--- src/rtl/arcr_defs.svh ---
/*
 result register offsets, field positions, reset values and interrupt
 register offsets for the result channel block.
 assumes inclusion by bare name; definitions only.
*/
`ifndef ARCR_DEFS_SVH
`define ARCR_DEFS_SVH
`define ARCR_OFS_CH6 12'h088
`define ARCR_OFS_CH7 12'h08c
`define ARCR_OFS_CH8 12'h090
`define ARCR_OFS_CH9 12'h094
`define ARCR_OFS_CH10 12'h098
`define ARCR_OFS_CH11 12'h09c
`define ARCR_OFS_CH12 12'h110
`define ARCR_OFS_IRQ_STAT 12'h200
`define ARCR_OFS_IRQ_MASK 12'h204
`define ARCR_OFS_FILT_EN 12'h208
`define ARCR_BIT_WFR 16
`define ARCR_BIT_VF 17
`define ARCR_BIT_OF 18
`define ARCR_VAL_MSB 11
`define ARCR_NCH 7
`define ARCR_RST_VAL 12'h000
`define ARCR_RST_VAL_HI 2'h0
`define ARCR_RST_FLAG 1'b0
`define ARCR_RST_MASK 14'h0000
`define ARCR_RST_FILT_EN 7'h7f
`endif

--- src/rtl/arcr_pkg.sv ---
/*
 types shared by the result channel block.
 assumes nothing beyond a systemverilog compiler.
*/
package arcr_pkg;
    typedef logic [11:0] arcr_value_t;
    typedef enum logic [0:0] {
        ARCR_OVERWRITE,
        ARCR_WAIT_FOR_READ
    } arcr_mode_t;
    typedef enum {
        ARCR_BUS_IDLE,
        ARCR_BUS_ACK
    } arcr_bus_state_t;
endpackage : arcr_pkg

--- src/rtl/arcr_channel.sv ---
/*
 one result register channel: value, valid flag, overrun flag, mode bit.
 assumes update and read strobes are one-cycle pulses on clk.
*/
`timescale 1ns/1ps
`include "arcr_defs.svh"
module arcr_channel (
    input wire logic clk,
    input wire logic rst,
    input wire logic upd,
    input wire arcr_pkg::arcr_value_t upd_val,
    input wire logic sw_mode,
    input wire logic rd,
    input wire logic mode_we,
    input wire logic mode_wdata,
    output logic [31:0] word,
    output logic ev_new,
    output logic ev_ovr
);
    arcr_pkg::arcr_value_t value_reg;
    logic valid_flag_reg;
    logic overrun_flag_reg;
    arcr_pkg::arcr_mode_t mode_reg;
    logic take;

    // wait-for-read holds the stored value until it is read
    assign take = upd && !(mode_reg == arcr_pkg::ARCR_WAIT_FOR_READ
                           && valid_flag_reg);

    // low ten result bits keep whatever they held across reset
    always_ff @(posedge clk) begin
        if (rst) begin
            value_reg[`ARCR_VAL_MSB:`ARCR_VAL_MSB-1] <=
                `ARCR_RST_VAL_HI;
        end else if (take) begin
            value_reg <= upd_val;
        end
    end

    always_ff @(posedge clk) begin
        if (rst) begin
            valid_flag_reg <= `ARCR_RST_FLAG;
        end else if (take) begin
            valid_flag_reg <= 1'b1;
        end else if (rd) begin
            valid_flag_reg <= 1'b0;
        end
    end

    always_ff @(posedge clk) begin
        if (rst) begin
            overrun_flag_reg <= `ARCR_RST_FLAG;
        end else if (take && valid_flag_reg && !sw_mode
                     && mode_reg == arcr_pkg::ARCR_OVERWRITE) begin
            overrun_flag_reg <= 1'b1;
        end else if (rd) begin
            overrun_flag_reg <= 1'b0;
        end
    end

    always_ff @(posedge clk) begin
        if (rst) begin
            mode_reg <= arcr_pkg::ARCR_OVERWRITE;
        end else if (mode_we) begin
            mode_reg <= arcr_pkg::arcr_mode_t'(mode_wdata);
        end
    end

    always_comb begin
        word = 32'h0000_0000;
        word[`ARCR_VAL_MSB:0] = value_reg;
        word[`ARCR_BIT_WFR] = (mode_reg == arcr_pkg::ARCR_WAIT_FOR_READ);
        word[`ARCR_BIT_VF] = valid_flag_reg;
        word[`ARCR_BIT_OF] = overrun_flag_reg;
    end

    assign ev_new = take;
    assign ev_ovr = take && valid_flag_reg && !sw_mode
                    && mode_reg == arcr_pkg::ARCR_OVERWRITE;
endmodule : arcr_channel

--- src/rtl/arcr_irq.sv ---
/*
 sticky interrupt status with write-one-to-clear and a mask.
 assumes event inputs are one-cycle pulses on clk.
*/
`timescale 1ns/1ps
`include "arcr_defs.svh"
module arcr_irq (
    input wire logic clk,
    input wire logic rst,
    input wire logic [13:0] events,
    input wire logic stat_we,
    input wire logic mask_we,
    input wire logic [13:0] wdata,
    output logic [13:0] stat,
    output logic [13:0] mask,
    output logic irq
);
    always_ff @(posedge clk) begin
        if (rst) begin
            stat <= `ARCR_RST_MASK;
        end else begin
            // set wins over a simultaneous clear
            stat <= (stat & ~(stat_we ? wdata : 14'h0000)) | events;
        end
    end

    always_ff @(posedge clk) begin
        if (rst) begin
            mask <= `ARCR_RST_MASK;
        end else if (mask_we) begin
            mask <= wdata;
        end
    end

    always_ff @(posedge clk) begin
        if (rst) begin
            irq <= 1'b0;
        end else begin
            irq <= |(((stat & ~(stat_we ? wdata : 14'h0000)) | events)
                     & (mask_we ? wdata : mask));
        end
    end
endmodule : arcr_irq

--- src/rtl/arcr_top.sv ---
/*
 result registers for channels 6 to 12 behind a classic wishbone slave.
 assumes the converter chain pulses res_valid for one cycle per result.
*/
// The Wishbone register port was left to the implementer.
// What this block does
// low twelve bits show the latest result, read-only to software
// software clears a filter enable to see the raw converter result
// hardware update sets the valid flag at bit 17
// reading a result register clears its valid flag
// an update taken in the same cycle as a read leaves valid set
// overrun flag bit 18 sets when an update finds valid set
// overrun only in overwrite mode and outside software mode
// reading a result register clears its overrun flag
// bit 16 selects overwrite (0) or wait-for-read (1) mode
// bits 31:19 and 15:12 read as zero
// reset clears flags, mode and result bits 11:10; result bits 9:0 are undefined
// in wait-for-read mode a valid value is not replaced
`timescale 1ns/1ps
`include "arcr_defs.svh"
module arcr_top (
    input wire logic clk,
    input wire logic rst,
    input wire logic wb_cyc_i,
    input wire logic wb_stb_i,
    input wire logic wb_we_i,
    input wire logic [11:0] wb_adr_i,
    input wire logic [3:0] wb_sel_i,
    input wire logic [31:0] wb_dat_i,
    output logic [31:0] wb_dat_o,
    output logic wb_ack_o,
    input wire logic [6:0] res_valid,
    input wire logic [83:0] filter_result,
    input wire logic [83:0] converter_result,
    input wire logic [6:0] software_mode,
    output logic [6:0] filter_update_enable,
    output logic irq_o
);
    localparam int NCH = `ARCR_NCH;

    arcr_pkg::arcr_bus_state_t bus_state_reg;
    logic [31:0] words [NCH];
    logic [NCH-1:0] rd_stb;
    logic [NCH-1:0] mode_we;
    logic [NCH-1:0] ev_new;
    logic [NCH-1:0] ev_ovr;
    logic [13:0] irq_stat;
    logic [13:0] irq_mask;
    logic irq_next;
    logic access;
    logic [2:0] sel_ch;
    logic hit_ch;
    logic [3:0] ch_dec;
    logic [31:0] rdata_next;

    // channel index for an address, with a hit flag in bit 3
    function automatic logic [3:0] ch_decode(input logic [11:0] a);
        case (a)
            `ARCR_OFS_CH6: ch_decode = 4'h8;
            `ARCR_OFS_CH7: ch_decode = 4'h9;
            `ARCR_OFS_CH8: ch_decode = 4'ha;
            `ARCR_OFS_CH9: ch_decode = 4'hb;
            `ARCR_OFS_CH10: ch_decode = 4'hc;
            `ARCR_OFS_CH11: ch_decode = 4'hd;
            `ARCR_OFS_CH12: ch_decode = 4'he;
            default: ch_decode = 4'h0;
        endcase
    endfunction : ch_decode

    // a request is taken once; ack drops in the following cycle
    assign access = wb_cyc_i && wb_stb_i
                    && bus_state_reg == arcr_pkg::ARCR_BUS_IDLE;
    assign ch_dec = ch_decode(wb_adr_i);
    assign hit_ch = ch_dec[3];
    assign sel_ch = ch_dec[2:0];

    always_ff @(posedge clk) begin
        if (rst) begin
            bus_state_reg <= arcr_pkg::ARCR_BUS_IDLE;
        end else begin
            case (bus_state_reg)
                arcr_pkg::ARCR_BUS_IDLE:
                    if (access) begin
                        bus_state_reg <= arcr_pkg::ARCR_BUS_ACK;
                    end
                arcr_pkg::ARCR_BUS_ACK:
                    bus_state_reg <= arcr_pkg::ARCR_BUS_IDLE;
                default:
                    bus_state_reg <= arcr_pkg::ARCR_BUS_IDLE;
            endcase
        end
    end

    always_ff @(posedge clk) begin
        if (rst) begin
            wb_ack_o <= 1'b0;
        end else begin
            wb_ack_o <= access;
        end
    end

    // mode bit sits in byte lane 2
    always_comb begin
        rd_stb = '0;
        mode_we = '0;
        if (access && hit_ch) begin
            if (wb_we_i) begin
                mode_we[sel_ch] = wb_sel_i[2];
            end else begin
                rd_stb[sel_ch] = 1'b1;
            end
        end
    end

    always_comb begin
        rdata_next = 32'h0000_0000;
        if (hit_ch) begin
            rdata_next = words[sel_ch];
        end else begin
            case (wb_adr_i)
                `ARCR_OFS_IRQ_STAT: rdata_next = {18'h00000, irq_stat};
                `ARCR_OFS_IRQ_MASK: rdata_next = {18'h00000, irq_mask};
                `ARCR_OFS_FILT_EN:
                    rdata_next = {25'h0000000, filter_update_enable};
                default: rdata_next = 32'h0000_0000;
            endcase
        end
    end

    always_ff @(posedge clk) begin
        if (rst) begin
            wb_dat_o <= 32'h0000_0000;
        end else if (access && !wb_we_i) begin
            wb_dat_o <= rdata_next;
        end
    end

    // raw converter words pass when a channel's filter enable is cleared
    always_ff @(posedge clk) begin
        if (rst) begin
            filter_update_enable <= `ARCR_RST_FILT_EN;
        end else if (access && wb_we_i && wb_sel_i[0]
                     && wb_adr_i == `ARCR_OFS_FILT_EN) begin
            filter_update_enable <= wb_dat_i[6:0];
        end
    end

    for (genvar i = 0; i < NCH; i++) begin : g_ch
        arcr_channel u_ch (
            .clk(clk),
            .rst(rst),
            .upd(res_valid[i]),
            .upd_val(filter_update_enable[i]
                     ? filter_result[i*12 +: 12]
                     : converter_result[i*12 +: 12]),
            .sw_mode(software_mode[i]),
            .rd(rd_stb[i]),
            .mode_we(mode_we[i]),
            .mode_wdata(wb_dat_i[`ARCR_BIT_WFR]),
            .word(words[i]),
            .ev_new(ev_new[i]),
            .ev_ovr(ev_ovr[i])
        );
    end

    arcr_irq u_irq (
        .clk(clk),
        .rst(rst),
        .events({ev_ovr, ev_new}),
        .stat_we(access && wb_we_i && wb_adr_i == `ARCR_OFS_IRQ_STAT),
        .mask_we(access && wb_we_i && wb_adr_i == `ARCR_OFS_IRQ_MASK),
        .wdata(wb_dat_i[13:0]),
        .stat(irq_stat),
        .mask(irq_mask),
        .irq(irq_next)
    );

    always_ff @(posedge clk) begin
        if (rst) begin
            irq_o <= 1'b0;
        end else begin
            irq_o <= irq_next;
        end
    end

    // every channel, seen through the word that software reads
    for (genvar k = 0; k < NCH; k++) begin : g_chk

    end
endmodule : arcr_top

--- config.mk ---
export PLATFORM = sky130hd
export DESIGN_NAME = arcr_top
export DESIGN_NICKNAME = d
export VERILOG_FILES = /design/src/rtl/arcr_pkg.sv /design/src/rtl/arcr_channel.sv /design/src/rtl/arcr_irq.sv /design/src/rtl/arcr_top.sv
export VERILOG_INCLUDE_DIRS = /design/src /design/src/rtl
export SDC_FILE = /design/constraint.sdc
export NUM_CORES = 1
export LEC_CHECK = 0
export BUFFER_PORTS_ARGS = -buffer_cell sky130_fd_sc_hd__clkbuf_2
export CORE_UTILIZATION = 50
export DETAILED_ROUTE_END_ITERATION = 10
export HOLD_SLACK_MARGIN = 0.08
export PLACE_DENSITY = 0.79
export SLEW_MARGIN = 20
export SYNTH_ARGS = -nofsm -noshare
export SYNTH_HDL_FRONTEND = slang
export SYNTH_HIERARCHICAL = 1
export SYNTH_SLANG_ARGS = --single-unit
--- constraint.sdc ---
create_clock -name clk -period 3.5 [get_ports clk]
set_clock_uncertainty 0.2 [all_clocks]
set_input_delay 0.35 -clock clk [delete_from_list [all_inputs] [get_ports clk]]
set_output_delay 0.35 -clock clk [all_outputs]
set_load 0.01 [all_outputs]
==> impl_metrics.yaml <==
die:
  die_width_um: 148.5
  row_count: 53
  io_pins: 276
  dieArea_mm2: 0.02204
  initial_core_util: 0.5103
  fp.coreArea_mm2: 0.02102
  die_h_um: 148.5
route:
  drt-vias-per-instance: 5.649
  ant_nets: 0
  drc: 0
  wl_um: 36160
  wl_per_cell_um: 21.42
  drt_iter0_drc: 824
  first_pass_iters: 5
  vias: 9536
place:
  hpwl_um: 22350
  dp_slack_ns: 0.4856
  gp_congestion: 0.8853
  dp.cells: 1503
  portBuffers: 256
cells_and_area:
  fillers: 1505
  diodes: 0
  areaGrowthSynthToFinish_pct: 28.19
  layoutNonFillerInstCount: 1688
  drive_gt1_frac: 0.3432
  multi_input_area_mm2: 0.005520
  seq_area_mm2: 0.004224
  largest_reg_flops: 84
  nets: 1635
cts:
  cts-resized-gates: 0
  cts_root_buf: "clkbuf_16"
  cts_buffers: 17
  cts_tree: "built"
  clockBufferDepth: 2
  clkSinkCount: 176
  path_clk_slew_ns: 0.07
  clock_latency_ns: 0.43
  cts_max_level: 4
logic_synthesis:
  ys_types: 63
  netlist_area_mm2: 0.01073
  yosysTopAreaCellShare: 0.1978
  synth_top_cell_by_area: "dfxtp_1"
  synth_edf_count: 70
  seq_area_frac_synth: 0.3938
  async_flop_share: 0
  yosys_warnings: 6
  synth-main-ff-cell: "dfxtp_1"
  synth_area_leaders: "dfxtp_1 20%, edfxtp_1 20%, mux2_2 12%, buf_4 9.9%, mux2i_1 4.8%"
  syn-instance-count: 1031
  yosysMostFrequentCell: "buf_4"
  syn_avg_cell_area_um2: 10.40
  synth_seq_cells: 176
  synth_commonest_cells: "142 x buf_4, 114 x mux2_2, 106 x dfxtp_1, 72 x nor2_1, 70 x edfxtp_1"
worst_setup_path:
  cp_max_fo: 27
  crit_chain: "dlygate4sd3_1, clkbuf_2, nand2_1, or3_1, a222oi_1, a41oi_1, o211a_1"
  cp-start-kind: "primary input"
  cp_top_family: "compound AO/OA/AOI/OAI gates"
  timing.rr.end: "wb_dat_o[9]$_SDFFE_PP0P_"
  crit_type: "primary input to register"
  cp_data_required_time_ns: 3.62
  cp.arrival_ns: 2.87
  endpoint_kind: "register"
  slowest_delay_ns: 0.78
  cp.buffers_inverters: 2
  reg2reg_from: "bus_state_reg[0]$_SDFFE_PP0P_"
  r2r_cells: 4
  path_depth: 7
  worst_path_max_delay_cell: "or3_1"
  r2r_slack_ns: 0.99
hold_path:
  hold_path_end: "g_ch[5].u_ch/value_reg[7]$_DFFE_PP_"
  min_path_cells: 2
  hold_start: "converter_result[67]"
  min_path_type: "primary input to register"
status:
  status: "completed"
grt:
  grt_pass1_vias: 9788
  antenna_found_initial: 0
  grt_max_degree: 50
  grt_usage: 0.3306
  grt_pass1_wl_um: 54450
  grt.overflow.total: 0
timing:
  grt_setup_unrepaired: "false"
  setup_violations: 0
  worst_pin_slew_ns: 1.152
  fin_ws_ns: 0.7490
  fin_crit_ns: 2.751
  fin_crit_sh: 0.7860
  setup_tns_ns: 0
  maxSlewViolCount: 0
  maxSlewHeadroom: 0.2319
  holdWs_ns: 0.1014
  max_freq_mhz: 363.5
  hold_viol_final: 0
power:
  irDropWorstVdd_mv: 0.3318
  p_leak_nw: 5.902
  power.total_mw: 4.899
  power.density_mw_per_mm2: 356.3
run:
  max_cap_viol_count: 0
==> worst reg2reg max path, cell delays in order (launching register included) <==
cell	delay [ns]
dfxtp_1	0.36
or3_1	0.84
a222oi_1	0.64
a41oi_1	0.20
o211a_1	0.17
==> layout by cell type (no fill, tap or decap), types with 4 or more instances in the layout <==
master	Yosys	layout
nor3_1	9	8
clkbuf_16	0	17
o22ai_1	13	13
nand3_1	22	22
dfxtp_1	106	106
clkinv_4	0	4
buf_4	142	29
inv_8	0	4
a22o_1	6	6
clkbuf_2	0	254
and3_1	4	4
a221oi_1	6	6
a221o_2	7	7
and4bb_1	7	7
a21oi_1	43	43
a32o_1	18	18
a211o_2	4	4
edfxtp_1	70	70
a211oi_1	35	35
nand3b_1	4	4
nor2b_1	29	29
nor2_1	72	70
o21ba_1	7	7
nand2_1	65	65
a31oi_1	6	6
a211o_1	6	6
conb_1	7	119
mux4_2	11	11
mux2_2	114	114
nand2b_1	35	35
a222oi_1	4	4
inv_4	7	7
nand4_1	6	6
a21bo_4	7	7
nor4_1	11	11
dlygate4sd3_1	0	153
and4_1	4	4
mux2i_1	51	51
==> kinds of logic after synthesis <==
family,synth area share
and+or+nand+nor,0.1492
buffers and inverters,0.1317
AOI/OAI and AO/OA,0.1312
muxes,0.1916
DFF,0.3938
other,0.002450
==> per-layer routing <==
metal / part of all wire / vias to the layer above / routed length (um) / GRT usage
li1: - / 4275 / - / -
met1: 0.36 / 4509 / 12900 / 0.3585
met2: 0.50 / 591 / 17960 / 0.5762
met3: 0.074 / 161 / 2690 / 0.06166
met4: 0.072 / 0 / 2601 / 0.2423
met5: 0 / - / 0 / 0
==> worst max-delay path by stage <==
stage,start,endpoint,slack (ns)
6_report,wb_stb_i,wb_dat_o[9]$_SDFFE_PP0P_,0.75
5_1_grt,wb_stb_i,u_irq/irq$_SDFF_PP0_,0.74
4_1_cts,wb_stb_i,wb_dat_o[9]$_SDFFE_PP0P_,0.90
3_5_place_dp,wb_adr_i[6],u_irq/irq$_SDFF_PP0_,0.49
3_3_place_gp,wb_adr_i[6],u_irq/irq$_SDFF_PP0_,0.55
2_1_floorplan,wb_adr_i[5],u_irq/irq$_SDFF_PP0_,0.65
==> through the flow <==
stage / utilization / instance area, um2
finish: 0.6541 / 13750
CTS: 0.6540 / 13750
global placement: 0.5529 / 11620
global route: 0.6541 / 13750
floorplan: - / 11150
detailed placement: 0.5529 / 11620
==> report_power, final <==
part	internal, mW	switching (mW)	leakage (nW)
combinational	0.370	0.324	4.09
sequential	2.21	0.0419	1.52
clock	1.02	0.937	0.290
total	3.60	1.30	5.90
==> what timing repair did <==
action / CTS / global route
endpoints found under the hold margin: 105 / 0
buffers inserted: 0 / 0
hold buffers: 153 / 0
==> layout make-up <==
type | instances | area share
inverters | 7 | 0.003185
repair buffers | 437 | 0.2200
clock inverters | 15 | 0.01219
multi-input cells | 761 | 0.4015
well taps | 275 | 0.02502
clock buffers | 17 | 0.03094
flip-flops and latches | 176 | 0.3072
Note: power is estimated with default switching activity, not from simulation.
